--- config.mk ---
export PLATFORM = sky130hd
export DESIGN_NAME = sgm_modulator
export DESIGN_NICKNAME = d
export VERILOG_FILES = /design/src/pkg/sgm_pkg.sv /design/src/sgm_carrier_path.sv /design/src/sgm_modulator.sv
export SDC_FILE = /design/constraint.sdc
export NUM_CORES = 1
export LEC_CHECK = 0
export BUFFER_PORTS_ARGS = -buffer_cell sky130_fd_sc_hd__buf_4
export CELL_PAD_IN_SITES_DETAIL_PLACEMENT = 1
export CELL_PAD_IN_SITES_GLOBAL_PLACEMENT = 2
export CORE_MARGIN = 1
export CORE_UTILIZATION = 26
export DETAILED_ROUTE_END_ITERATION = 12
export GPL_TIMING_DRIVEN = 0
export PLACE_DENSITY_LB_ADDON = 0.1
export SYNTH_ARGS = -nofsm -noshare
export SYNTH_HDL_FRONTEND = slang
export SYNTH_SLANG_ARGS = --single-unit
--- constraint.sdc ---
create_clock -name mclk -period 2.64 [get_ports mclk]
set_input_delay 0.528 -clock mclk [delete_from_list [all_inputs] [get_ports mclk]]
set_output_delay 0.528 -clock mclk [all_outputs]
set_load 0.02 [all_outputs]
--- src/pkg/sgm_pkg.sv ---
/*
 Shared constants, types and decode helpers of the signal modulator.
 Assumes a 32-bit APB register port with byte addresses.
*/
`default_nettype none
package sgm_pkg;

    // Register map, one aligned word each
    localparam int unsigned SGM_ADDR_W   = 8;
    localparam logic [7:0] SGM_OFS_CTRL  = 8'h00;
    localparam logic [7:0] SGM_OFS_SRC   = 8'h04;
    localparam logic [7:0] SGM_OFS_HIGH_CARRIER  = 8'h08;
    localparam logic [7:0] SGM_OFS_LOW_CARRIER  = 8'h0C;

    // Control register fields and the source register's release bit
    localparam int unsigned SGM_CTRL_EN   = 7;
    localparam int unsigned SGM_CTRL_OE   = 6;
    localparam int unsigned SGM_CTRL_SLEW = 5;
    localparam int unsigned SGM_CTRL_OPOL = 4;
    localparam int unsigned SGM_CTRL_OUT  = 3;
    localparam int unsigned SGM_CTRL_SWB  = 0;
    localparam int unsigned SGM_SRC_DIS   = 7;

    // Reset values and writable bits
    localparam logic [7:0] SGM_CTRL_RST   = 8'h20;
    localparam logic [7:0] SGM_SRC_RST    = 8'h00;
    localparam logic [7:0] SGM_CAR_RST    = 8'h00;
    localparam logic [7:0] SGM_CTRL_WMASK = 8'hF1;
    localparam logic [7:0] SGM_SRC_WMASK  = 8'h8F;
    localparam logic [7:0] SGM_CAR_WMASK  = 8'hEF;

    // Modulator source codes
    localparam logic [3:0] SGM_MOD_SW   = 4'h0;
    localparam logic [3:0] SGM_MOD_PIN  = 4'h1;
    localparam logic [3:0] SGM_MOD_CCP  = 4'h2;
    localparam logic [3:0] SGM_MOD_CMP  = 4'h6;
    localparam logic [3:0] SGM_MOD_SDO  = 4'h8;
    localparam logic [3:0] SGM_MOD_UART = 4'hA;

    // Carrier source codes
    localparam logic [3:0] SGM_CAR_GND  = 4'h0;
    localparam logic [3:0] SGM_CAR_PIN1 = 4'h1;
    localparam logic [3:0] SGM_CAR_PIN2 = 4'h2;
    localparam logic [3:0] SGM_CAR_REF  = 4'h3;
    localparam logic [3:0] SGM_CAR_CCP  = 4'h4;

    // Signals offered by the surrounding peripherals and pins
    typedef struct packed {
        logic [3:0] ccp;
        logic [1:0] cmp;
        logic [1:0] sdo;
        logic       uartTx;
        logic       modInPin;
        logic       carrierPinOne;
        logic       carrierPinTwo;
        logic       refClk;
    } sgm_sources_t;

    // Requests that a peripheral let go of its own output pin
    typedef struct packed {
        logic [3:0] ccp;
        logic [1:0] cmp;
        logic [1:0] sdo;
        logic       uartTx;
    } sgm_release_t;

    // Carrier register layout, bit 4 unused
    typedef struct packed {
        logic       pinDisconnect;
        logic       invert;
        logic       syncEnable;
        logic       unused;
        logic [3:0] select;
    } sgm_car_cfg_t;

    typedef enum logic {SGM_LOW, SGM_HIGH} sgm_car_state_t;

    // One-hot of the compare/PWM unit picked by a code with given base
    function automatic logic [3:0] sgm_ccp_hot(input logic [3:0] code,
                                               input logic [3:0] base);
        logic [3:0] hot;
        hot = 4'h0;
        for (int k = 0; k < 4; k++)
        begin
            if (code == base + 4'(k))
                hot[k] = 1'b1;
        end
        return hot;
    endfunction

endpackage
`default_nettype wire

--- src/sgm_carrier_path.sv ---
/*
 One carrier path: source decode, forcing to ground and inversion.
 Assumes sources are synchronous to the clock; purely combinational.
*/
`timescale 1ns/10ps
`default_nettype none
module sgm_carrier_path
    import sgm_pkg::*;
(
    input  wire logic         enable,   // Module enable
    input  wire sgm_car_cfg_t cfg,      // Carrier register
    input  wire sgm_sources_t sources,  // Candidate signals
    output logic              carrier   // Selected, polarity applied
);

    logic raw;

    // Disabled module sees ground whatever is stored in the register
    always_comb
    begin
        raw = 1'b0;
        if (enable)
        begin
            unique case (cfg.select)
                SGM_CAR_GND:         raw = 1'b0;
                SGM_CAR_PIN1:        raw = sources.carrierPinOne;
                SGM_CAR_PIN2:        raw = sources.carrierPinTwo;
                SGM_CAR_REF:         raw = sources.refClk;
                4'h4, 4'h5, 4'h6, 4'h7:
                    raw = sources.ccp[cfg.select[1:0]];
                default:             raw = 1'b0;   // Reserved codes
            endcase
        end
    end

    // Inversion sits ahead of the mixer; a disabled module gives no
    // carrier at all, so an inverted ground cannot leak to the pin
    assign carrier = enable ? (raw ^ cfg.invert) : 1'b0;

endmodule
`default_nettype wire

--- src/sgm_modulator.sv ---
/*
 Signal modulator top: APB registers, modulator source select,
 carrier synchronisation, mixing and the modulated pin.
 Assumes all peripheral sources are synchronous to mclk and that
 the APB master follows the usual setup/access sequence.
*/
`timescale 1ns/10ps
`default_nettype none
module sgm_modulator
    import sgm_pkg::*;
(
    input  wire logic                  mclk,       // 125 MHz clock
    input  wire logic                  rst,        // Sync reset, high
    input  wire logic                  psel,       // APB select
    input  wire logic                  penable,    // APB access phase
    input  wire logic                  pwrite,     // APB direction
    input  wire logic [SGM_ADDR_W-1:0] paddr,      // APB byte address
    input  wire logic [31:0]           pwdata,     // APB write data
    output logic      [31:0]           prdata,     // APB read data
    output logic                       pready,     // APB ready
    output logic                       pslverr,    // Unmapped address
    input  wire sgm_sources_t          sources,    // Peripheral signals
    output logic                       modPin,     // Modulated pin
    output logic                       slewLimit,  // Pin slew limiting
    output sgm_release_t               pinRelease  // Pin release requests
);

    // Register contents
    logic [7:0]     ctrl_q;
    logic [7:0]     src_q;
    sgm_car_cfg_t   high_carrier_q;
    sgm_car_cfg_t   low_carrier_q;
    logic           modStatus_q;
    sgm_car_state_t carState_q;
    sgm_car_state_t carState_d;

    // Datapath
    logic           enable;
    logic           highCar;
    logic           lowCar;
    logic [1:0]     carSel;
    logic           modLevel;
    logic           holdHigh;
    logic           holdLow;
    logic           useHigh;
    logic           mixed;
    logic           shaped;
    logic           access;
    logic           commit;
    logic [7:0]     readByte;
    logic           mapped;
    sgm_release_t   release_d;

    // Address decode for the error answer; read and write compare paddr themselves
    function automatic logic isMapped(input logic [SGM_ADDR_W-1:0] a);
        return (a == SGM_OFS_CTRL) || (a == SGM_OFS_SRC) ||
               (a == SGM_OFS_HIGH_CARRIER) || (a == SGM_OFS_LOW_CARRIER);
    endfunction

    assign enable = ctrl_q[SGM_CTRL_EN];

    // ---------------------------------------------------------------
    // APB slave: one wait state, write lands at the edge with pready
    // ---------------------------------------------------------------

    // Access phase seen, answer not yet given
    assign access = psel && penable && !pready;
    // Edge on which the master samples the answer
    assign commit = psel && penable && pready;
    assign mapped = isMapped(paddr);

    // Read mux; status bit is live, unused bits read zero
    always_comb
    begin
        readByte = 8'h00;
        unique case (paddr)
            SGM_OFS_CTRL:
            begin
                readByte = ctrl_q & SGM_CTRL_WMASK;
                readByte[SGM_CTRL_OUT] = modStatus_q;
            end
            SGM_OFS_SRC:  readByte = src_q & SGM_SRC_WMASK;
            SGM_OFS_HIGH_CARRIER: readByte = high_carrier_q & SGM_CAR_WMASK;
            SGM_OFS_LOW_CARRIER: readByte = low_carrier_q & SGM_CAR_WMASK;
            default:      readByte = 8'h00;
        endcase
    end

    // Ready pulses for one cycle, one cycle into the access phase
    always_ff @(posedge mclk)
    begin
        if (rst)
            pready <= 1'b0;
        else
            pready <= access;
    end

    // Read data and error are captured with ready
    always_ff @(posedge mclk)
    begin
        if (rst)
        begin
            prdata  <= 32'h0000_0000;
            pslverr <= 1'b0;
        end
        else if (access)
        begin
            prdata  <= pwrite ? 32'h0000_0000 : {24'h00_0000, readByte};
            pslverr <= !mapped;
        end
        else
        begin
            prdata  <= 32'h0000_0000;
            pslverr <= 1'b0;
        end
    end

    // Control register; clearing enable leaves the others untouched
    always_ff @(posedge mclk)
    begin
        if (rst)
            ctrl_q <= SGM_CTRL_RST;
        else if (commit && pwrite && paddr == SGM_OFS_CTRL)
            ctrl_q <= pwdata[7:0] & SGM_CTRL_WMASK;
    end

    // Selection registers keep their value while disabled
    always_ff @(posedge mclk)
    begin
        if (rst)
        begin
            src_q  <= SGM_SRC_RST;
            high_carrier_q <= sgm_car_cfg_t'(SGM_CAR_RST);
            low_carrier_q <= sgm_car_cfg_t'(SGM_CAR_RST);
        end
        else if (commit && pwrite)
        begin
            if (paddr == SGM_OFS_SRC)
                src_q <= pwdata[7:0] & SGM_SRC_WMASK;
            if (paddr == SGM_OFS_HIGH_CARRIER)
                high_carrier_q <= sgm_car_cfg_t'(pwdata[7:0] & SGM_CAR_WMASK);
            if (paddr == SGM_OFS_LOW_CARRIER)
                low_carrier_q <= sgm_car_cfg_t'(pwdata[7:0] & SGM_CAR_WMASK);
        end
    end

    // ---------------------------------------------------------------
    // Carrier paths, one per carrier
    // ---------------------------------------------------------------

    for (genvar i = 0; i < 2; i++)
    begin : gCar
        sgm_carrier_path uPath
        (
            .enable  (enable),
            .cfg     ((i == 0) ? high_carrier_q : low_carrier_q),
            .sources (sources),
            .carrier (carSel[i])
        );
    end

    // Index 0 is the high carrier, index 1 the low one; both paths
    // see the same sources, so a switch never waits on routing
    assign highCar = carSel[0];
    assign lowCar  = carSel[1];

    // Modulator source; disabled module listens to the software bit only
    always_comb
    begin
        modLevel = ctrl_q[SGM_CTRL_SWB];
        if (enable)
        begin
            unique case (src_q[3:0])
                SGM_MOD_SW:        modLevel = ctrl_q[SGM_CTRL_SWB];
                SGM_MOD_PIN:       modLevel = sources.modInPin;
                4'h2, 4'h3, 4'h4, 4'h5:
                    modLevel = sources.ccp[2'(src_q[3:0] - SGM_MOD_CCP)];
                4'h6, 4'h7:
                    modLevel = sources.cmp[src_q[0]];
                4'h8, 4'h9:
                    modLevel = sources.sdo[src_q[0]];
                SGM_MOD_UART:      modLevel = sources.uartTx;
                default:           modLevel = 1'b0;   // Nothing connected
            endcase
        end
    end

    // ---------------------------------------------------------------
    // Carrier switching
    // ---------------------------------------------------------------

    // A pending switch waits only while the old carrier is still high
    // and its own sync bit is set, so no pulse is cut short
    assign holdHigh = (carState_q == SGM_HIGH) && !modLevel &&
                      high_carrier_q.syncEnable && highCar;
    assign holdLow  = (carState_q == SGM_LOW) && modLevel &&
                      low_carrier_q.syncEnable && lowCar;

    // Without sync the switch follows the modulator in the same cycle
    assign useHigh = modLevel ? !holdLow : holdHigh;

    assign carState_d = useHigh ? SGM_HIGH : SGM_LOW;

    // Carrier in use is remembered so a held pulse can be finished
    always_ff @(posedge mclk)
    begin
        if (rst)
            carState_q <= SGM_LOW;
        else
            carState_q <= carState_d;
    end

    // Mixer output and output polarity
    assign mixed  = useHigh ? highCar : lowCar;
    assign shaped = mixed ^ ctrl_q[SGM_CTRL_OPOL];

    // Pin is forced low while output is disabled; mixing goes on
    always_ff @(posedge mclk)
    begin
        if (rst)
            modPin <= 1'b0;
        else if (ctrl_q[SGM_CTRL_OE])
            modPin <= shaped;
        else
            modPin <= 1'b0;
    end

    // Status is sampled each clock; faster signals alias here
    always_ff @(posedge mclk)
    begin
        if (rst)
            modStatus_q <= 1'b0;
        else
            modStatus_q <= shaped;
    end

    // Slew control follows its register bit directly
    always_ff @(posedge mclk)
    begin
        if (rst)
            slewLimit <= 1'b1;
        else
            slewLimit <= ctrl_q[SGM_CTRL_SLEW];
    end

    // ---------------------------------------------------------------
    // Pin release toward the source peripherals
    // ---------------------------------------------------------------

    // Only a selected source is released; the signal keeps feeding the mixer
    always_comb
    begin
        release_d = '0;
        if (enable)
        begin
            if (src_q[SGM_SRC_DIS])
            begin
                release_d.ccp = sgm_ccp_hot(src_q[3:0], SGM_MOD_CCP);
                release_d.cmp[0] = (src_q[3:0] == SGM_MOD_CMP);
                release_d.cmp[1] = (src_q[3:0] == SGM_MOD_CMP + 4'h1);
                release_d.sdo[0] = (src_q[3:0] == SGM_MOD_SDO);
                release_d.sdo[1] = (src_q[3:0] == SGM_MOD_SDO + 4'h1);
                release_d.uartTx = (src_q[3:0] == SGM_MOD_UART);
            end
            if (high_carrier_q.pinDisconnect)
                release_d.ccp = release_d.ccp |
                                sgm_ccp_hot(high_carrier_q.select, SGM_CAR_CCP);
            if (low_carrier_q.pinDisconnect)
                release_d.ccp = release_d.ccp |
                                sgm_ccp_hot(low_carrier_q.select, SGM_CAR_CCP);
        end
    end

    // Registered so the request never glitches while decoding settles
    always_ff @(posedge mclk)
    begin
        if (rst)
            pinRelease <= '0;
        else
            pinRelease <= release_d;
    end

endmodule
`default_nettype wire

Word level (Yosys, flattened, before mapping)
Cells that the tools add are included.
- $add $sub $neg: 1
- magnitude comparators: 4
- eq/ne operators: 27
- muxes and demuxes: 55
- bitwise gates (word level): 9
- reductions and logical operators: 32
- operators with widths (kind ; count):
    equality test 4 x 3 -> 1 bit (second input constant) ; 12
    two-way mux 1 bit ; 43
    case mux 8 bit (4 select lines) ; 1
    equality test 4 x 2 -> 1 bit (second input constant) ; 6
    two-way mux 9 bit ; 2
    equality test 8 x 4 -> 1 bit (second input constant) ; 2
    equality test 4 x 1 -> 1 bit (second input constant) ; 3
    equality test 4 bit (second input constant) ; 3
    two-way mux 4 bit ; 3
    OR reduction 4 bit ; 3
    logical AND 1 bit ; 11
    OR reduction 2 bit ; 5
    less-than comparator 2 x 3 -> 1 bit (second input constant) ; 3
    equality test 8 x 3 -> 1 bit (second input constant) ; 1
    zero test 8 bit ; 1
    OR 4 bit ; 2
    case mux 1 bit (4 select lines) ; 2
    binary-select mux 1 bit (select 2 bit) ; 3
    case mux 1 bit (6 select lines) ; 1
    AND reduction 2 bit ; 3
    zero test 1 bit ; 4
    zero test 4 bit ; 1
    NOT 1 bit ; 4
    logical OR 1 bit ; 3
    4 further kinds ; 6
- register bits after elaboration: 71
- input bits: 58

Longest topological paths before layout
Gate-level depths: netlist (run 1).
- word-level depth: 12
- gate-level depth with buffers: 7

Cells and area by module
From an unflattened synthesis (run 1), not the netlist that was laid out.
- cell total of the unflattened synthesis: 269
- area, all modules: 2459.9 um^2
- by module, submodules not included (module ; times used ; cells an instance ; area an instance (um^2)):
    sgm_modulator ; 1 ; 253 ; 2292.2
    sgm_carrier_path ; 2 ; 8 ; 83.8

Least setup slack after synthesis (run 1)
OpenSTA, ideal clock, no wires.
- kind: input -> register
- from: in sources[10] (netlist bit)
- to: reg modPin
- library setup time: 0.121 ns
- arrival: 2.119 ns
- required time: 2.519 ns
- slack: 0.400 ns
- cell stages on the path: 6
- buffers on the path: 0
- cell sequence: mux4_2 nor3b_1 a2111o_1 a21oi_1 o32a_1 mux2_4
- cells in the longest elaborated chain, start to end: 11
- elaborated cells between the ends (all ways): 27
- classes of those cells: mux: 16; bitwise: 3; reduce/logical: 8
- RTL lines (element ; line ; source):
    start: declaration ; sgm_modulator.sv:22 ; input wire sgm_sources_t sources,
    binary-select mux 1 bit (select 2 bit), on equally long branches ; sgm_carrier_path.sv:30, sgm_modulator.sv:177 ;
    two-way mux 1 bit, on equally long branches ; sgm_carrier_path.sv:30, sgm_modulator.sv:177 ;
    case mux 1 bit (4 select lines) or case mux 1 bit (6 select lines) (tied branches) ; sgm_carrier_path.sv:24, sgm_modulator.sv:173 ;
    two-way mux 1 bit, on equally long branches ; sgm_carrier_path.sv:22, sgm_modulator.sv:171 ;
    XOR 1 bit (tied with other cells) ; sgm_carrier_path.sv:38 ; assign carrier = enable ? (raw ^ cfg.invert) : 1'b0;
    two-way mux 1 bit (tied with other cells) ; sgm_carrier_path.sv:38 ;
    logical AND 1 bit, on equally long branches ; sgm_modulator.sv:197, sgm_modulator.sv:194 ;
    zero test 1 bit or logical AND 1 bit (tied branches) ; sgm_modulator.sv:200, sgm_modulator.sv:195 ;
    two-way mux 1 bit ; sgm_modulator.sv:200 ; assign useHigh = modLevel ? !holdLow : holdHigh;
    two-way mux 1 bit (*) ; sgm_modulator.sv:214 ; assign mixed = useHigh ? highCar : lowCar;
    XOR 1 bit (*) ; sgm_modulator.sv:215 ; assign shaped = mixed ^ ctrl_q[SGM_CTRL_OPOL];
    end signal: assignment ; sgm_modulator.sv:223 ; modPin <= shaped;
    end: declaration ; sgm_modulator.sv:23 ; output logic modPin,
Every way passes the cells marked *; elsewhere a longest branch is shown, timed or not. The select of a mux whose other input is x is not followed.
A chain may end at the register's enable or synchronous reset.

Worst setup path in the final report (run 1)
- from: reg low_carrier_q[1] (netlist bit)
- to: reg modPin
- cells in the longest elaborated chain, start to end: 11
- elaborated cells between the ends (all ways): 19
- classes of those cells: eq/ne: 7; mux: 7; bitwise: 2; reduce/logical: 3
- RTL lines (element ; line ; source):
    start: declaration ; sgm_modulator.sv:32 ; sgm_car_cfg_t low_carrier_q;
    start signal: assignment ; sgm_modulator.sv:134 ; low_carrier_q <= sgm_car_cfg_t'(SGM_CAR_RST);
    start signal: assignment ; sgm_modulator.sv:143 ; low_carrier_q <= sgm_car_cfg_t'(pwdata[7:0] & SGM_CAR_WMASK);
    equality test 4 x 3 -> 1 bit or binary-select mux 1 bit (select 2 bit) (tied branches) ; sgm_carrier_path.sv:24, sgm_carrier_path.sv:30 ;
    OR reduction 4 bit or two-way mux 1 bit (tied branches) ; sgm_carrier_path.sv:24, sgm_carrier_path.sv:30 ;
    case mux 1 bit (4 select lines) (*) ; sgm_carrier_path.sv:24 ; unique case (cfg.select)
    two-way mux 1 bit (*) ; sgm_carrier_path.sv:22 ; if (enable)
    XOR 1 bit (*) ; sgm_carrier_path.sv:38 ;
    two-way mux 1 bit (*) ; sgm_carrier_path.sv:38 ;
    logical AND 1 bit ; sgm_modulator.sv:197 ; low_carrier_q.syncEnable && lowCar;
    zero test 1 bit ; sgm_modulator.sv:200 ;
    two-way mux 1 bit ; sgm_modulator.sv:200 ;
    two-way mux 1 bit (*) ; sgm_modulator.sv:214 ;
    XOR 1 bit (*) ; sgm_modulator.sv:215 ;
Marked as above.

==> metrics.cfg, run 1 <==
[power]
switching_share = 0.2517
p_int_mw = 0.9607
peakVddDrop_v = 0.0001984
p_leak_nw = 1.305
p_comb_frac = 0.114
power.density_nw_per_um2 = 414.6
power_switching_mw = 0.3232
p_clk_frac = 0.333
finalPower_mw = 1.284
seq_power_share = 0.553

[sta]
rsz0062_at_grt = no
fmax_ghz = 0.4170
tightest_slew_ns = 0.5780
setup_slack_ns = 0.2419
min_period_ns = 2.398
finalSetupViolCount = 0
maxSlewViolCount = 0
skew_ns = 0.009044
period_share = 0.9084
hold_viol = 0
maxSlewHeadroom = 0.6133

[detailed_routing]
via_count = 2131
wl_per_cell_um = 14.70
drcViolationCount = 10
viasPerCell = 4.573
drt-initial-drc-count = 64
dr.pass1.iters = 8
drt_wl_total_um = 6852
ant_nets = 0

[synthesis]
synth_area_um2 = 2384
yosysUniqueCellTypes = 40
synth_area_per_cell_um2 = 8.699
synth_area_leader_cell = dfxtp_1
netlist_instances = 274
ys_warn_count = 0
synth_seq_cells = 47
synthTopCellsByArea = dfxtp_1 39%, buf_4 7.9%, mux2i_1 7.6%, nor2_1 5.7%, mux4_2 4.7%
synth_top_area_share = 0.3948
synth_seq_area_share = 0.3948

[clock_tree]
clk_latency_ns = 0.30
clkTransAtPathRegs_ns = 0.09
htree_levels = 2
cts_tree = done
clk_root_buffer_cell = clkbuf_8
cts_resized = 0
ctsHoldBuffers = 0
numCtsBuffers = 5
post-cts-setup-buffer-count = 0
cts_sinks = 47
clk_path_buf_depth = 2

[floorplanning]
ios = 103
die_w_um = 97.75
start_util = 0.2707
die_area_um2 = 9554
die_h_um = 97.75
rows = 34
core_um2 = 8806

[global_routing]
grt_pass1_vias = 2133
grt_overflow_total = 0
grt_max_degree = 15
busiest_layer = met2
gr-usage-met2 = 0.2291
antenna_found_initial = 0
use_met1 = 0.2117
grt_pass1_wl_um = 11200
grt_use_total = 0.1495
grt_use_met3 = 0.02505

[setup_path]
critPathCaptureType = flop
cp-start-kind = flop
worstPathArrival_ns = 2.59
worstRegToRegCells = 6
timing.rr.start = low_carrier_q[1]
worst-endpoint-required_ns = 2.83
worst-path-max-fanout = 9
critPathLaunch = low_carrier_q[1]
critical_path_class = flop to flop

[final_layout]
stdcell_area_um2 = 3097
nFillCells = 1098
area_growth_pct = 29.92
drive_above_1_share = 0.3045
finalNonFillerCells = 466
nets = 415
antennaDiodeCount = 0
fin_util = 0.3517

[hold_path]
min_delay_path_depth = 3
hold_path.class = primary input to flop
hp-start = pwdata[5]

[placed_design]
place_area_um2 = 3010
dpl.hpwl_um = 5348
dp_cells = 459
place_congestion = 0.7666
io_buffers = 54
post-place-ws_ns = -0.1508

[status]
violations = DRC
outcome = finished, violations left

[job]
cap_violations = 0

[state kept, by name, summed over array words and instances (netlist names)]
| signal | cells |
|---|---|
| pslverr | 1 |
| slewLimit | 1 |
| high_carrier_q | 7 |
| ctrl_q | 5 |
| modStatus_q | 1 |
| src_q | 5 |
| carState_q | 1 |
| modPin | 1 |
| pready | 1 |
| pinRelease | 9 |
| prdata | 8 |
| low_carrier_q | 7 |
[logic make-up after synthesis]
logic type,after synthesis,synth area share
AOI/OAI and AO/OA,32,0.08714
xor gates and xnor gates,2,0.007350
buffers and inverters,43,0.1092
DFF,47,0.3947
muxes,30,0.1591
other,1,0.001573
and+or+nand+nor,119,0.2410
[metrics by stage]
| step | setup TNS, ns | hold slack (ns) |
|---|---|---|
| 2_1_floorplan | 0 | 0.4398 |
| 3_3_place_gp | -1.501 | 0.4739 |
| 3_5_place_dp | -1.850 | 0.4780 |
| 4_1_cts | 0 | 0.4672 |
| 5_1_grt | 0 | 0.4852 |
| 6_report | 0 | 0.4743 |
[placed cells by master (no fill, tap or decap), types with 3 or more instances in the layout]
cell type,Yosys,final
mux2_2,5,5
mux4_2,5,5
clkbuf_8,0,5
nand3_1,14,14
buf_4,25,79
nor2b_1,8,8
a31oi_1,4,4
or3_1,3,3
nand2b_1,4,4
nor2_1,36,36
clkbuf_1,9,8
clkinv_2,0,3
nand3b_1,3,3
nor4_1,3,3
nand2_1,30,30
a21oi_1,15,15
nor3_1,4,3
dfxtp_1,47,46
nor3b_1,4,4
inv_1,3,3
conb_1,1,24
mux2i_1,18,18
or2_2,3,3
a22oi_1,3,3
buf_2,4,4
[Yosys cell counts]
| library cell | number |
|---|---|
| a2111o_1 | 1 |
| a21oi_1 | 15 |
| a221oi_1 | 2 |
| a22oi_1 | 3 |
| a31oi_1 | 4 |
| and2_1 | 1 |
| and3_1 | 2 |
| and3b_1 | 1 |
| buf_1 | 2 |
| buf_2 | 4 |
| buf_4 | 25 |
| clkbuf_1 | 9 |
| conb_1 | 1 |
| dfxtp_1 | 47 |
| inv_1 | 3 |
| mux2_2 | 5 |
| mux2_4 | 2 |
| mux2i_1 | 18 |
| mux4_2 | 5 |
| nand2_1 | 30 |
| nand2b_1 | 4 |
| nand3_1 | 14 |
| nand3b_1 | 3 |
| nand4b_1 | 1 |
| nor2_1 | 36 |
| nor2b_1 | 8 |
| nor3_1 | 4 |
| nor3b_1 | 4 |
| nor4_1 | 3 |
| o21ai_0 | 1 |
| o22ai_1 | 1 |
| o2bb2ai_1 | 1 |
| o31a_1 | 1 |
| o32a_1 | 1 |
| o32ai_1 | 2 |
| or2_2 | 3 |
| or3_1 | 3 |
| or3b_2 | 1 |
| or4_1 | 1 |
| xnor2_1 | 2 |
[metal layers]
metal / vias to the layer above / share of wire
li1: 1058 / -
met1: 999 / 0.51
met2: 63 / 0.44
met3: 11 / 0.043
met4: 0 / 0.016
met5: - / 0
[final timing paths]
check	to	slack [ns]
max	modPin	0.24
min reg2reg	high_carrier_q[7]	0.49
min	ctrl_q[5]	0.47
max reg2reg	modPin	0.24
[power by group through the flow]
stage	combinational, mW	clock [mW]	sequential [mW]
after detailed placement	0.146	0	0.727
after global routing	0.158	0.481	0.711
after global placement	0.146	0	0.727
after CTS	0.146	0.450	0.710
after floorplan	0.0842	0	0.728
final	0.146	0.428	0.710
[area by class of cell]
type                    count  area, um2  share of cell area
well taps                 108      135.1             0.04364
clock buffers               5      68.82             0.02222
plain buffers              39      245.2             0.07919
inverters                   3      11.26            0.003636
flip-flops and latches     47      942.2              0.3042
multi-input cells         207       1274              0.4113
clock inverters             3      15.01            0.004848
repair buffers             54      405.4              0.1309
[worst max-delay path: stages, from the launching register on]
cell      delay (ns)
dfxtp_2         0.46
mux2_2          0.37
a221oi_1        0.50
nor4_1          0.08
o21ai_0         0.29
o32a_1          0.28
mux2_4          0.31
(Power assumes the default switching activity.)
==> run 2: changes to the inputs <==
ABC_AREA = 1   (was default)
CORE_UTILIZATION = 24   (was 26)
SLEW_MARGIN = 15   (was default)
==> run 2 against run 1 <==
The flow now finishes without violations. Core utilization down 2.1 points. Flip-flop and latch count did not move. Critical path depth rose by 2. Clock-buffer cell count rose by 1. Combinational power decreased by 4%. Clock power is 24% higher. Power grew 7.4%. Register-to-register slack better by 0.52 ns. Critical endpoint is now low_carrier_q[2].
==> metrics.cfg, run 2 <==
[status]
outcome = finished clean

[clock_tree]
clk_path_buf_depth = 2
post-cts-setup-buffer-count = 0
ctsHoldBuffers = 0
cts_sinks = 47
clk_root_buffer_cell = clkbuf_8
cts_tree = done
cts_resized = 0
clkTransAtPathRegs_ns = 0.09
clk_latency_ns = 0.30
htree_levels = 2
numCtsBuffers = 5

[sta]
maxSlewViolCount = 0
skew_ns = 0.002625
setup_slack_ns = 0.6336
hold_viol = 0
rsz0062_at_grt = no
final.setup.tns_ns = 0
maxSlewHeadroom = 0.6636
min_period_ns = 2.006
finalSetupViolCount = 0
tightest_slew_ns = 0.5008
period_share = 0.7600
fmax_ghz = 0.4984

[final_layout]
stdcell_area_um2 = 3088
antennaDiodeCount = 0
largest_register = pinRelease
largest_reg_flops = 9
nets = 479
biggestRegsByFlops = pinRelease (9), prdata (8)
fin_util = 0.3311
nFillCells = 1206
area_growth_pct = 32.40
drive_above_1_share = 0.2138
finalNonFillerCells = 550
layout_commonest_cell = buf_4
most-common-layout-cells = 80 x buf_4, 66 x nand2_1, 47 x dfxtp_1

[global_routing]
grt_max_degree = 14
grt_pass1_vias = 2256
grt_pass1_wl_um = 11660
grt_use_total = 0.1503
antenna_found_initial = 0
grt_overflow_total = 0

[synthesis]
synth_area_leader_cell = dfxtp_1
synth_seq_area_share = 0.4034
synth_edf_count = 0
yosysUniqueCellTypes = 22
synth_most_common_cell = nand2_1
synth_area_um2 = 2332
synth_async_sr_flop_share = 0
synth_top_area_share = 0.4034
netlist_instances = 337
synthTopCellsByArea = dfxtp_1 40%, nand2_1 11%, buf_4 8.4%, inv_1 7.1%, o21ai_0 6.9%
yosys-top-cells-count = 66 x nand2_1, 47 x dfxtp_1, 44 x inv_1
synth_seq_cells = 47
ys_warn_count = 0
synth_area_per_cell_um2 = 6.921
yosys_most_used_dff = dfxtp_1

[setup_path]
cp-start-kind = primary input
critPathCaptureType = flop
critical_path_class = primary input to flop
worst-endpoint-required_ns = 2.83
path_cells = buf_4 -> nor4_4 -> nand4_1 -> nor2_1 -> inv_1 -> buf_2 -> o21ai_0 -> a21oi_1
worstPathArrival_ns = 2.20
worst-path-max-fanout = 10
slowest_stage = nand4_1
critPathMaxStageDelay_ns = 0.45

[floorplanning]
rows = 35
start_util = 0.2500
die_w_um = 100.6
ios = 103
die_h_um = 100.6
core_um2 = 9328
die_area_um2 = 10120

[power]
peakVddDrop_v = 0.0001937
power.density_nw_per_um2 = 446.6
p_leak_nw = 1.423

[placed_design]
place_congestion = 0.8169
io_buffers = 54
dpl.hpwl_um = 5818
place_area_um2 = 2985
post-place-ws_ns = 0.2828
dp_cells = 543

[detailed_routing]
drcViolationCount = 0
dr.pass1.iters = 4
viasPerCell = 4.369
drt_wl_total_um = 7332
drt-initial-drc-count = 64
ant_nets = 0
via_count = 2403
wl_per_cell_um = 13.33

[hold_path]
hold_path.class = primary input to flop

[job]
cap_violations = 0

==> run 2: final timing paths <==
kind	from	to	slack, ns	depth (start not counted)
min	rst	modStatus_q	0.45	2
max reg2reg	low_carrier_q[0]	modStatus_q	0.76	14
min reg2reg	ctrl_q[5]	slewLimit	0.46	2
max	paddr[7]	low_carrier_q[2]	0.63	8
==> run 2: where the power goes <==
part | internal, mW | switching [mW] | total (mW)
logic | 0.0651 | 0.0746 | 0.140
registers | 0.709 | 0.000732 | 0.710
clock network | 0.278 | 0.251 | 0.529
==> run 2: kinds of logic (layout without fill, tap and decap cells) <==
family / Yosys count / in the layout / synth area share
DFF: 47 / 47 / 0.4034
other: 1 / 24 / 0.001608
AOI/OAI and AO/OA: 71 / 71 / 0.1636
buffers and inverters: 76 / 137 / 0.1658
and+or+nand+nor: 142 / 142 / 0.2656
==> run 2: area by class of cell <==
| class | instances | area, um2 | area share |
|---|---|---|---|
| plain buffers | 31 | 217.7 | 0.07050 |
| clock buffers | 6 | 72.57 | 0.02350 |
| clock inverters | 1 | 30.03 | 0.009724 |
| inverters | 45 | 168.9 | 0.05470 |
| multi-input cells | 237 | 1091 | 0.3533 |
| flip-flops and latches | 47 | 940.9 | 0.3047 |
| well taps | 129 | 161.4 | 0.05227 |
| repair buffers | 54 | 405.4 | 0.1313 |
==> run 2: worst max-delay path: cells and delay by family <==
kind	cells	cell delay, ns
AND/OR/NAND/NOR	3	1.02
buffers and inverters	3	0.42
AO/OA/AOI/OAI	2	0.23
==> run 2: per-layer routing <==
layer | share of wire | GRT usage
met4 | 0.013 | 0.04682
met5 | 0 | 0
met2 | 0.46 | 0.2418
met3 | 0.041 | 0.02705
met1 | 0.49 | 0.2038
==> run 2: through the flow <==
step | hold slack, ns | total power, mW
2_1_floorplan | 0.4035 | 0.8065
3_3_place_gp | 0.4344 | 0.8658
3_5_place_dp | 0.4402 | 0.8662
4_1_cts | 0.4428 | 1.398
5_1_grt | 0.4402 | 1.440
6_report | 0.4468 | 1.379
==> run 3: changes to the inputs <==
CORE_UTILIZATION = 22   (was 24)
clock period = 1.7 ns   (was 2.64 ns; I/O delays follow)
==> run 3 against run 2 <==
Flip-flop and latch count unchanged. Sequential share of layout area fell by 1.3 points. Combinational power up 58%. Wire length grew 6.6%. Critical endpoint is now modStatus_q.
==> metrics.cfg, run 3 (synthesis results as in run 2) <==
[clock_tree]
numCtsBuffers = 5
ctsHoldBuffers = 0
clk_latency_ns = 0.30
htree_levels = 2
clkTransAtPathRegs_ns = 0.09
clk_root_buffer_cell = clkbuf_8
cts_sinks = 47
clk_path_buf_depth = 2
cts_tree = done

[floorplanning]
rows = 37
die_h_um = 105.0
die_area_um2 = 11020
core_um2 = 10320
die_w_um = 105.0
start_util = 0.2259
ios = 103

[power]
p_int_mw = 1.488
peakVddDrop_v = 0.0002491
switching_share = 0.2633
p_clk_frac = 0.347
power_switching_mw = 0.5320
p_comb_frac = 0.109
power.density_nw_per_um2 = 617.5
seq_power_share = 0.544
p_leak_nw = 1.485

[setup_path]
path_cells = buf_2 -> nor2_1 -> nor3_1 -> nand2_2 -> nand3_1 -> nand2_1 -> nor2_2 -> nand3_2 -> nand3_2 -> nand2_2 -> nand2_2 -> a21oi_2
timing.rr.start = high_carrier_q[1]
worst-endpoint-required_ns = 1.90
critPathBufInv = 1
regToRegEndpoint = modStatus_q
r2r_slack_ns = 0.05
worstRegToRegCells = 12
critPathTopFamily = simple AND/OR/NAND/NOR gates
path_common_cell = nand2_2
critPathCaptureType = flop
worstPathArrival_ns = 1.85
critPathMaxStageDelay_ns = 0.32
worst-path-max-fanout = 8
cp-start-kind = flop
slowest_stage = dfxtp_1
critical_path_class = flop to flop

[hold_path]
min_delay_path_depth = 2
hp-start = rst
hold_path.class = primary input to flop
min_to = modStatus_q

[final_layout]
layout_commonest_cell = buf_4
largest_register = pinRelease
drive_above_1_share = 0.3164
seq_area_um2 = 954.7
multi_input_area_um2 = 1165
area_growth_pct = 40.29
nFillCells = 1336
largest_reg_flops = 9
biggestRegsByFlops = pinRelease (9), prdata (8)
antennaDiodeCount = 0
most-common-layout-cells = 90 x buf_4, 59 x nand2_1, 42 x dfxtp_1
nets = 490

[global_routing]
grt_overflow_total = 0
grt_pass1_wl_um = 12360
grt_pass1_vias = 2319
grt_use_total = 0.1433
grt_max_degree = 15
antenna_found_initial = 0

[detailed_routing]
drt-initial-drc-count = 100
viasPerCell = 4.271
drt_wl_total_um = 7819
wl_per_cell_um = 13.74
ant_nets = 0
drcViolationCount = 0
dr.pass1.iters = 4
via_count = 2430

[sta]
final.setup.tns_ns = 0
tightest_slew_ns = 0.5157
maxSlewHeadroom = 0.6562
period_share = 0.9702
fmax_ghz = 0.6063
rsz0062_at_grt = yes
skew_ns = 0.008505
maxSlewViolCount = 0
finalSetupViolCount = 0
hold_viol = 0
min_period_ns = 1.649
whs_ns = 0.2605

[placed_design]
dpl.hpwl_um = 6060
io_buffers = 54
place_congestion = 0.7551

[job]
cap_violations = 0

[status]
outcome = finished clean

## run 3: cell count changes in the layout (fill, tap and decap cells not counted), sizes merged
cell and delta:
inv -1, bufinv -1, clkinv +1, clkinvlp +2, buf +11
## run 3: worst max path at each step
stage | startpoint | endpoint | slack, ns | depth (start not counted)
after CTS | src_q[1] | modStatus_q | -0.02 | 14
after detailed placement | paddr[7] | low_carrier_q[0] | -0.49 | 8
after floorplan | paddr[7] | high_carrier_q[0] | 0.07 | 7
final | high_carrier_q[1] | modStatus_q | 0.05 | 12
after global routing | src_q[1] | modPin | -0.1 | 14
after global placement | paddr[7] | high_carrier_q[0] | -0.44 | 8
## run 3: layout make-up
| cell class | instances | area share |
|---|---|---|
| sequential | 47 | 0.2918 |
| multi-input combinational | 237 | 0.3560 |
| timing repair buffer | 66 | 0.1537 |
| clock inverter | 2 | 0.003824 |
| inverter | 45 | 0.05354 |
| clock buffer | 6 | 0.02218 |
| buffer | 30 | 0.06692 |
| tap | 136 | 0.05201 |
## run 3: through the flow
stage | setup slack, ns | util | instance area (um2) | total power, mW | cells
final | 0.05071 | 0.3169 | 3272 | 2.020 | 569
after global routing | -0.09564 | 0.3169 | 3272 | 2.116 | 569
after CTS | -0.02193 | 0.3063 | 3162 | 2.043 | 565
after detailed placement | -0.4945 | 0.2900 | 2994 | 1.347 | 550
after global placement | -0.4392 | 0.2900 | 2994 | 1.346 | 550
after floorplan | 0.06813 | - | 2419 | 1.252 | 360
## run 3: timing repair
item / in CTS / in global routing
pin swaps: 5 / 15
setup buffers: 7 / 5
endpoints found under the setup margin: 20 / 12
gates resized for setup: 14 / 34
hold endpoints to repair: 0 / 0
## run 3: power groups by stage
stage / combinational (mW) / clock, mW / sequential [mW]
2_1_floorplan: 0.121 / 0 / 1.13
3_3_place_gp: 0.217 / 0 / 1.13
3_5_place_dp: 0.218 / 0 / 1.13
4_1_cts: 0.220 / 0.721 / 1.10
5_1_grt: 0.242 / 0.775 / 1.10
6_report: 0.221 / 0.701 / 1.10
## run 3: metal layers
metal / up-vias / track usage / part of all wire
li1: 1251 / - / -
met1: 1114 / 0.1974 / 0.50
met2: 58 / 0.2304 / 0.45
met3: 7 / 0.02308 / 0.036
met4: 0 / 0.03924 / 0.011
met5: - / 0 / 0
